File: config.mk
export PLATFORM = sky130hd
export DESIGN_NAME = nicer_regs
export DESIGN_NICKNAME = d
export VERILOG_FILES = /design/src/design/nicer_pkg.sv /design/src/design/nicer_regs.sv
export SDC_FILE = /design/constraint.sdc
export NUM_CORES = 1
export LEC_CHECK = 0
export ABC_AREA = 1
export BUFFER_PORTS_ARGS = -buffer_cell sky130_fd_sc_hd__buf_2
export CAP_MARGIN = 15
export CORE_AREA = 2 2 85 87
export CTS_CLUSTER_SIZE = 30
export DETAILED_ROUTE_END_ITERATION = 6
export DIE_AREA = 0 0 87 89
export RECOVER_POWER = 25
export SLEW_MARGIN = 20
export SYNTH_ARGS = -nofsm -noshare
export SYNTH_HDL_FRONTEND = slang
export SYNTH_SLANG_ARGS = --single-unit
File: constraint.sdc
create_clock -name i_core_clk -period 2.3 [get_ports i_core_clk]
set_input_delay 0.46 -clock i_core_clk [delete_from_list [all_inputs] [get_ports i_core_clk]]
set_output_delay 0.46 -clock i_core_clk [all_outputs]
set_load 0.03 [all_outputs]
File: src/design/nicer_pkg.sv
// package: offsets, fields, reset values and carriers of the early-rx / command / irq-mask group
package nicer_pkg;
	// byte offsets on the register port
	localparam logic [7:0] OFS_EARLY_RX_STATUS = 8'h36;
	localparam logic [7:0] OFS_COMMAND_CONTROL = 8'h37;
	localparam logic [7:0] OFS_IRQ_MASK_LO = 8'h3C;
	localparam logic [7:0] OFS_IRQ_MASK_HI = 8'h3D;
	localparam logic [7:0] OFS_IRQ_STATUS_LO = 8'h3E;
	localparam logic [7:0] OFS_IRQ_STATUS_HI = 8'h3F;

	// early receive status fields
	localparam int ERS_GOOD_BIT = 3;
	localparam int ERS_BAD_BIT = 2;
	localparam int ERS_COLLIDE_BIT = 1;
	localparam int ERS_THRESH_BIT = 0;

	// command fields
	localparam int CMD_SW_RESET_BIT = 4;
	localparam int CMD_RX_ENABLE_BIT = 3;
	localparam int CMD_TX_ENABLE_BIT = 2;
	localparam int CMD_RING_EMPTY_BIT = 0;

	// interrupt status / mask bit positions
	localparam int IRQ_SYS_FAULT = 15;
	localparam int IRQ_TIMER_TIMEOUT = 14;
	localparam int IRQ_CABLE_LEN = 13;
	localparam int IRQ_STATUS_FIFO_OVF = 6;
	localparam int IRQ_UNDERRUN_LINK = 5;
	localparam int IRQ_RING_OVERFLOW = 4;
	localparam int IRQ_TX_ERR = 3;
	localparam int IRQ_TX_OK = 2;
	localparam int IRQ_RX_FAULT = 1;
	localparam int IRQ_RX_GOOD = 0;
	localparam logic [15:0] IRQ_IMPL_MASK = 16'hE07F;

	// reset values
	localparam logic [3:0] ERS_RESET = 4'h0;
	localparam logic [15:0] IRQ_MASK_RESET = 16'h0000;
	localparam logic [15:0] IRQ_STATUS_RESET = 16'h0000;

	// software reset duration
	localparam int SW_RESET_NS = 160;
	localparam int CLK_PERIOD_NS = 10;
	localparam int SW_RESET_CYCLES = (SW_RESET_NS + CLK_PERIOD_NS - 1) / CLK_PERIOD_NS;

	// one-cycle event strobes from the receive and transmit paths
	typedef struct packed {
		logic sys_fault_event;
		logic timer_timeout;
		logic cable_length_change;
		logic rx_status_fifo_overflow;
		logic underrun_or_link_change;
		logic rx_ring_overflow;
		logic tx_err_event;
		logic tx_ok_event;
		logic pkt_done_good;
		logic pkt_done_bad;
		logic ptr_collide;
	} nicer_evt_t;

	// control handed to the datapath
	typedef struct packed {
		logic sw_reset;
		logic rx_enable;
		logic tx_enable;
	} nicer_ctl_t;
endpackage : nicer_pkg

File: src/design/nicer_regs.sv
// module: early-rx status, command and interrupt mask/status registers with the interrupt line
`timescale 1ns/10ps

module nicer_regs #(
	parameter int CNT_W = 11,
	parameter int RST_CYCLES = nicer_pkg::SW_RESET_CYCLES
) (
	input wire logic i_core_clk,
	input wire logic i_rst,
	input wire logic i_ce,
	input wire logic [7:0] i_addr,
	input wire logic [7:0] i_wr_data,
	input wire logic i_wr,
	input wire logic i_rd,
	output logic [7:0] o_rd_data,
	input wire nicer_pkg::nicer_evt_t i_evt,
	input wire logic [CNT_W-1:0] i_rx_byte_cnt,
	input wire logic [CNT_W-1:0] i_rx_threshold,
	input wire logic i_rx_in_packet,
	input wire logic i_rx_ring_empty,
	input wire logic i_rx_machine_idle,
	input wire logic i_tx_machine_idle,
	output nicer_pkg::nicer_ctl_t o_ctl,
	output logic o_irq
);

	localparam int RC_W = $clog2(RST_CYCLES + 1);
	localparam logic [RC_W-1:0] RC_LOAD = RC_W'(RST_CYCLES);

	// register state
	logic [3:0] ers_q;
	logic [3:0] ers_d;
	logic [15:0] imr_q;
	logic [15:0] isr_q;
	logic [15:0] isr_d;
	logic [7:0] isr_hi_hold_q;
	logic rx_on_q;
	logic tx_on_q;
	logic rst_busy_q;
	logic [RC_W-1:0] rst_cnt_q;
	logic [7:0] rd_data_q;
	logic irq_q;

	// decoded strobes
	logic wr_ers;
	logic wr_cmd;
	logic wr_imr_lo;
	logic wr_imr_hi;
	logic rd_isr_lo;
	logic thresh_cross;
	logic thresh_rise;
	logic [15:0] isr_set;

	// one address compare used by all five address strobes
	function automatic logic hit(input logic [7:0] a, input logic [7:0] ofs);
		hit = (a == ofs);
	endfunction : hit

	assign wr_ers = i_wr && hit(i_addr, nicer_pkg::OFS_EARLY_RX_STATUS);
	assign wr_cmd = i_wr && hit(i_addr, nicer_pkg::OFS_COMMAND_CONTROL);
	assign wr_imr_lo = i_wr && hit(i_addr, nicer_pkg::OFS_IRQ_MASK_LO);
	assign wr_imr_hi = i_wr && hit(i_addr, nicer_pkg::OFS_IRQ_MASK_HI);
	// writes to the status offsets decode to nothing, so they have no effect
	assign rd_isr_lo = i_rd && hit(i_addr, nicer_pkg::OFS_IRQ_STATUS_LO);

	// byte count crossing the programmed threshold while a packet is arriving
	assign thresh_cross = i_rx_in_packet && (i_rx_byte_cnt > i_rx_threshold);
	// the flag only rises once per packet; completion takes priority over a crossing
	assign thresh_rise = thresh_cross && !ers_q[nicer_pkg::ERS_THRESH_BIT]
		&& !i_evt.pkt_done_good && !i_evt.pkt_done_bad;

	// early receive status next value: events win over the write-one clear
	always_comb begin
		ers_d = ers_q;
		if (wr_ers) begin
			ers_d[nicer_pkg::ERS_GOOD_BIT] = ers_q[nicer_pkg::ERS_GOOD_BIT]
				& ~i_wr_data[nicer_pkg::ERS_GOOD_BIT];
			ers_d[nicer_pkg::ERS_BAD_BIT] = ers_q[nicer_pkg::ERS_BAD_BIT]
				& ~i_wr_data[nicer_pkg::ERS_BAD_BIT];
			ers_d[nicer_pkg::ERS_COLLIDE_BIT] = ers_q[nicer_pkg::ERS_COLLIDE_BIT]
				& ~i_wr_data[nicer_pkg::ERS_COLLIDE_BIT];
		end
		if (i_evt.pkt_done_good) begin
			ers_d[nicer_pkg::ERS_GOOD_BIT] = 1'b1;
		end
		if (i_evt.pkt_done_bad) begin
			ers_d[nicer_pkg::ERS_BAD_BIT] = 1'b1;
		end
		if (i_evt.ptr_collide) begin
			ers_d[nicer_pkg::ERS_COLLIDE_BIT] = 1'b1;
		end
		// threshold flag is read-only to software; hardware sets and clears it
		if (i_evt.pkt_done_good || i_evt.pkt_done_bad) begin
			ers_d[nicer_pkg::ERS_THRESH_BIT] = 1'b0;
		end else if (thresh_rise) begin
			ers_d[nicer_pkg::ERS_THRESH_BIT] = 1'b1;
		end
		// during a software reset the receiver is down, so the threshold flag may not linger
		if (rst_busy_q) begin
			ers_d[nicer_pkg::ERS_THRESH_BIT] = 1'b0;
		end
	end

	// interrupt status sources, independent of the mask
	always_comb begin
		isr_set = 16'h0000;
		isr_set[nicer_pkg::IRQ_SYS_FAULT] = i_evt.sys_fault_event;
		isr_set[nicer_pkg::IRQ_TIMER_TIMEOUT] = i_evt.timer_timeout;
		isr_set[nicer_pkg::IRQ_CABLE_LEN] = i_evt.cable_length_change;
		isr_set[nicer_pkg::IRQ_STATUS_FIFO_OVF] = i_evt.rx_status_fifo_overflow;
		isr_set[nicer_pkg::IRQ_UNDERRUN_LINK] = i_evt.underrun_or_link_change;
		isr_set[nicer_pkg::IRQ_RING_OVERFLOW] = i_evt.rx_ring_overflow;
		isr_set[nicer_pkg::IRQ_TX_ERR] = i_evt.tx_err_event;
		isr_set[nicer_pkg::IRQ_TX_OK] = i_evt.tx_ok_event;
		isr_set[nicer_pkg::IRQ_RX_FAULT] = i_evt.pkt_done_bad;
		isr_set[nicer_pkg::IRQ_RX_GOOD] = i_evt.pkt_done_good || thresh_rise;
	end

	// read of the low status byte clears everything; a same-cycle event survives
	always_comb begin
		isr_d = isr_q;
		if (rd_isr_lo) begin
			isr_d = nicer_pkg::IRQ_STATUS_RESET;
		end
		isr_d = (isr_d | isr_set) & nicer_pkg::IRQ_IMPL_MASK;
	end

	// early receive status register
	always_ff @(posedge i_core_clk or posedge i_rst) begin
		if (i_rst) begin
			ers_q <= nicer_pkg::ERS_RESET;
		end else if (i_ce) begin
			ers_q <= ers_d;
		end
	end

	// interrupt status register
	always_ff @(posedge i_core_clk or posedge i_rst) begin
		if (i_rst) begin
			isr_q <= nicer_pkg::IRQ_STATUS_RESET;
		end else if (i_ce) begin
			isr_q <= isr_d;
		end
	end

	// high status byte is frozen at the low-byte read, so a 2-byte read sees one snapshot
	always_ff @(posedge i_core_clk or posedge i_rst) begin
		if (i_rst) begin
			isr_hi_hold_q <= 8'h00;
		end else if (i_ce && rd_isr_lo) begin
			isr_hi_hold_q <= isr_q[15:8];
		end
	end

	// interrupt mask: only the bus reset clears it, a software reset leaves it
	always_ff @(posedge i_core_clk or posedge i_rst) begin
		if (i_rst) begin
			imr_q <= nicer_pkg::IRQ_MASK_RESET;
		end else if (i_ce) begin
			if (wr_imr_lo) begin
				imr_q[7:0] <= i_wr_data & nicer_pkg::IRQ_IMPL_MASK[7:0];
			end
			if (wr_imr_hi) begin
				imr_q[15:8] <= i_wr_data & nicer_pkg::IRQ_IMPL_MASK[15:8];
			end
		end
	end

	// software reset sequencer: bit reads one until the count runs out
	always_ff @(posedge i_core_clk or posedge i_rst) begin
		if (i_rst) begin
			rst_busy_q <= 1'b0;
			rst_cnt_q <= '0;
		end else if (i_ce) begin
			if (rst_busy_q) begin
				if (rst_cnt_q == RC_W'(1)) begin
					rst_busy_q <= 1'b0;
				end
				rst_cnt_q <= rst_cnt_q - RC_W'(1);
			end else if (wr_cmd && i_wr_data[nicer_pkg::CMD_SW_RESET_BIT]) begin
				rst_busy_q <= 1'b1;
				rst_cnt_q <= RC_LOAD;
			end
		end
	end

	// receive machine activity: starts only from idle, stops on write of zero or reset
	always_ff @(posedge i_core_clk or posedge i_rst) begin
		if (i_rst) begin
			rx_on_q <= 1'b0;
		end else if (i_ce) begin
			if (rst_busy_q || (wr_cmd && i_wr_data[nicer_pkg::CMD_SW_RESET_BIT])) begin
				rx_on_q <= 1'b0;
			end else if (wr_cmd) begin
				if (!i_wr_data[nicer_pkg::CMD_RX_ENABLE_BIT]) begin
					rx_on_q <= 1'b0;
				end else if (i_rx_machine_idle) begin
					rx_on_q <= 1'b1;
				end
			end
		end
	end

	// transmit machine activity, same shape as receive
	always_ff @(posedge i_core_clk or posedge i_rst) begin
		if (i_rst) begin
			tx_on_q <= 1'b0;
		end else if (i_ce) begin
			if (rst_busy_q || (wr_cmd && i_wr_data[nicer_pkg::CMD_SW_RESET_BIT])) begin
				tx_on_q <= 1'b0;
			end else if (wr_cmd) begin
				if (!i_wr_data[nicer_pkg::CMD_TX_ENABLE_BIT]) begin
					tx_on_q <= 1'b0;
				end else if (i_tx_machine_idle) begin
					tx_on_q <= 1'b1;
				end
			end
		end
	end

	// read mux; data stands only in the cycle after the strobe, zero otherwise
	always_ff @(posedge i_core_clk or posedge i_rst) begin
		if (i_rst) begin
			rd_data_q <= 8'h00;
		end else if (i_ce) begin
			rd_data_q <= 8'h00;
			if (i_rd) begin
				unique case (i_addr)
					nicer_pkg::OFS_EARLY_RX_STATUS: rd_data_q <= {4'h0, ers_q};
					nicer_pkg::OFS_COMMAND_CONTROL: begin
						rd_data_q <= {3'h0, rst_busy_q, rx_on_q, tx_on_q, 1'b0,
							i_rx_ring_empty};
					end
					nicer_pkg::OFS_IRQ_MASK_LO: rd_data_q <= imr_q[7:0];
					nicer_pkg::OFS_IRQ_MASK_HI: rd_data_q <= imr_q[15:8];
					nicer_pkg::OFS_IRQ_STATUS_LO: rd_data_q <= isr_q[7:0];
					nicer_pkg::OFS_IRQ_STATUS_HI: rd_data_q <= isr_hi_hold_q;
					default: rd_data_q <= 8'h00;
				endcase
			end
		end
	end

	// interrupt line registered from status AND mask, one cycle behind the status
	always_ff @(posedge i_core_clk or posedge i_rst) begin
		if (i_rst) begin
			irq_q <= 1'b0;
		end else if (i_ce) begin
			irq_q <= |(isr_q & imr_q);
		end
	end

	// datapath control; station address, filter and config live elsewhere and see none of this
	assign o_ctl.sw_reset = rst_busy_q;
	assign o_ctl.rx_enable = rx_on_q;
	assign o_ctl.tx_enable = tx_on_q;
	assign o_rd_data = rd_data_q;
	assign o_irq = irq_q;

endmodule : nicer_regs

==> impl_metrics.csv <==
group,metric,value,unit
outcome,outcome,"finished, final reports clean",
yosys,ys_warn_count,0,
yosys,synthCells,342,
timing,hold_viol,0,
min_path,hold_start,"i_evt[0]",
yosys,syn_avg_cell_area,7.70,um2
yosys,synthTopCellsByArea,"dfrtp_1 42%, nand2_1 16%, nand3_1 7.6%, ha_1 6.2%, inv_1 5.8%",
critical_path,critPathLaunchType,"register",
timing,fin_setup_tns,0,ps
die,row_count,30,
die,die_w,87,um
yosys,synth_edf_count,0,
layout,finalNetCount,484,
route,drc,0,
critical_path,crit_path_cell_trace,"buf_2",
yosys,yosysMostFrequentCell,"nand2_1",
timing,period_share,64.9,%
timing,whs,370,ps
yosys,synthArstFlopShare,100,%
clock_network,root_buffer,"clkbuf_8",
die,io_pins,70,
yosys,synth_commonest_cells,"111 x nand2_1, 44 x dfrtp_1, 41 x inv_1",
timing,setup_violations,0,
clock_network,clkTransAtPathRegs,80,ps
timing,fmax,670,MHz
die,core_area,6720,um2
layout,diodes,0,
min_path,whs_path_depth,3,
clock_network,cts_resized,0,
global_route,grt_pass1_wl,10.6,mm
timing,fin_crit,1490,ps
yosys,synth.ff_latch_count,44,
layout,fin_cells,494,
route,ant_nets,0,
critical_path,crit_path_end_kind,"output pin",
job,maxCapViolCount,0,
min_path,hold_path.class,"in -> reg",
route,dr.pass1.iters,4,
pwr,power_density,592,nW/um2
placement,portBuffers,69,
layout,drive_above_1_share,24.2,%
pwr,p_leak,0.00176,uW
yosys,ys_seq_area_share,41.8,%
timing,max_slew_margin,26.9,%
route,wl,6.16,mm
layout,area_growth,19.9,%
clock_network,cts_hold_buf,0,
clock_network,insertion_delay,300,ps
route,vias,2396,
die,die_area,7740,um2
clock_network,cts_max_path_buffers,2,
global_route,grt_antenna_before_repair,0,
pwr,peakVddDrop,0.233,mV
clock_network,cts.sinks,44,
timing,setup_ws,808,ps
yosys,synth.top_cell.area_share,41.8,%
critical_path,crit_required,1840,ps
route,via_per_inst,4.85,
die,die_h,89,um
yosys,yosys_most_used_dff,"dfrtp_1",
critical_path,cp_slowest_cell,"dfrtp_1",
placement,hpwlAfterDp,4.85,mm
global_route,gr-total-overflow,0,
critical_path,critPathMaxFanout,7,
global_route,grt_use_total,17.3,%
route,drt-initial-drc-count,129,
critical_path,ff2ff_path_depth,5,
timing,rsz0062_at_grt,"false",
yosys,synth_area,2630,um2
route,wire_per_inst,12.5,um
min_path,whs_endpoint,"ers_q[1]$_DFFE_PP0P_",
placement,post-place-ws,643,ps
critical_path,rr_startpoint,"rst_cnt_q[2]$_DFFE_PP0P_",
clock_network,cts_setup_buffers,0,
yosys,synth_top_cell_by_area,"dfrtp_1",
critical_path,cpPeakStageDelay,480,ps
clock_network,cts_made_buffers,5,
clock_network,htree_levels,2,
critical_path,cp.arrival,1030,ps
timing,clock-skew-final,5.84,ps
timing,slew_violations,0,
critical_path,cp_top_family,"flip-flops",
critical_path,reg2reg_to,"rst_cnt_q[4]$_DFFE_PP0P_",
global_route,grt_pass1_vias,2285,
critical_path,worst-path-buf-inv,1,
placement,gp_congestion,0.825,
critical_path,crit_type,"reg -> out",
clock_network,cts_tree,"built",
placement,place_inst,486,
timing,worstMarginPinSlew,1100,ps
critical_path,reg2reg_slack,1060,ps
yosys,synth_nets,413,
die,initial_utilization,39.2,%
global_route,grt_start_max_net_pins,45,
yosys,synth_cell_types,32,
==> layout make-up <==
| class | instances | area, um2 |
|---|---|---|
| Tap cell | 80 | 100 |
| Fill cell | 685 | 3560 |
| Timing Repair Buffer | 75 | 400 |
| Clock buffer | 8 | 90.1 |
| Inverter | 41 | 154 |
| Sequential cell | 44 | 1100 |
| Multi-Input combinational cell | 246 | 1310 |
==> worst max path at each step <==
| stage | start | endpoint | slack, ps | cells past startpoint |
|---|---|---|---|---|
| after floorplan | i_rst | ers_q[0]$_DFFE_PP0P_ | 810 | 1 |
| after global routing | rst_busy_q$_DFFE_PP0P_ | o_ctl[2] | 770 | 1 |
| final | rst_busy_q$_DFFE_PP0P_ | o_ctl[2] | 810 | 1 |
| after global placement | i_addr[7] | rst_cnt_q[3]$_DFFE_PP0P_ | 670 | 8 |
| after CTS | rst_busy_q$_DFFE_PP0P_ | o_ctl[2] | 800 | 1 |
| after detailed placement | i_addr[2] | imr_q[15]$_DFFE_PP0P_ | 640 | 6 |
==> state kept, by name, summed over array words and instances, names as in the netlist <==
register,count
o_rd_data,8
isr_q,10
rx_on_q,1
imr_q,10
tx_on_q,1
ers_q,4
o_irq,1
rst_cnt_q,5
rst_busy_q,1
isr_hi_hold_q,3
==> layout by cell type (no fill, tap or decap), drive strengths merged <==
master,netlist,routed
nand2,117,117
buf,9,74
dfrtp,44,44
inv,41,41
nand3,41,41
o21ai,24,24
nor2,17,17
ha,13,13
clkbuf,2,9
a22o,8,8
a21oi,6,6
nand4,5,5
nor3,5,5
nand3b,2,2
or2,2,2
a22oi,1,1
a21o,1,1
o21bai,1,1
a31oi,1,1
xnor2,1,1
xor2,1,1
==> cells by family after synthesis <==
kind of cell	share of synthesized area, %
AO/OA/AOI/OAI	9.60
XOR/XNOR	0.665
adder cells (fa/ha/maj)	6.18
buffers and inverters	8.41
flip-flops	41.8
AND/OR/NAND/NOR	33.3
==> power by group <==
part	internal (uW)	switching (uW)	leakage, uW
logic	183	282	0.00120
registers	840	59.0	0.000521
clock network	245	258	0.0000455
==> layer usage <==
metal  GRT usage [%]  part of all wire [%]  vias up  wire (um)
met4            5.26                   1.7        0        102
met3            3.97                   6.6        7        409
met1            23.2                    47     1066       2890
met5               0                     0        -          0
li1                -                     -     1247          -
met2            28.0                    45       76       2760
==> metrics by stage <==
step | util (%) | cell area, um2 | power, uW
3_3_place_gp | 45.7 | 3070 | 1380
5_1_grt | 47.0 | 3160 | 1990
6_report | 47.0 | 3160 | 1870
4_1_cts | 47.0 | 3160 | 1890
3_5_place_dp | 45.7 | 3070 | 1390
2_1_floorplan | - | 2630 | 1260
Power figures use the tool's default switching activity.
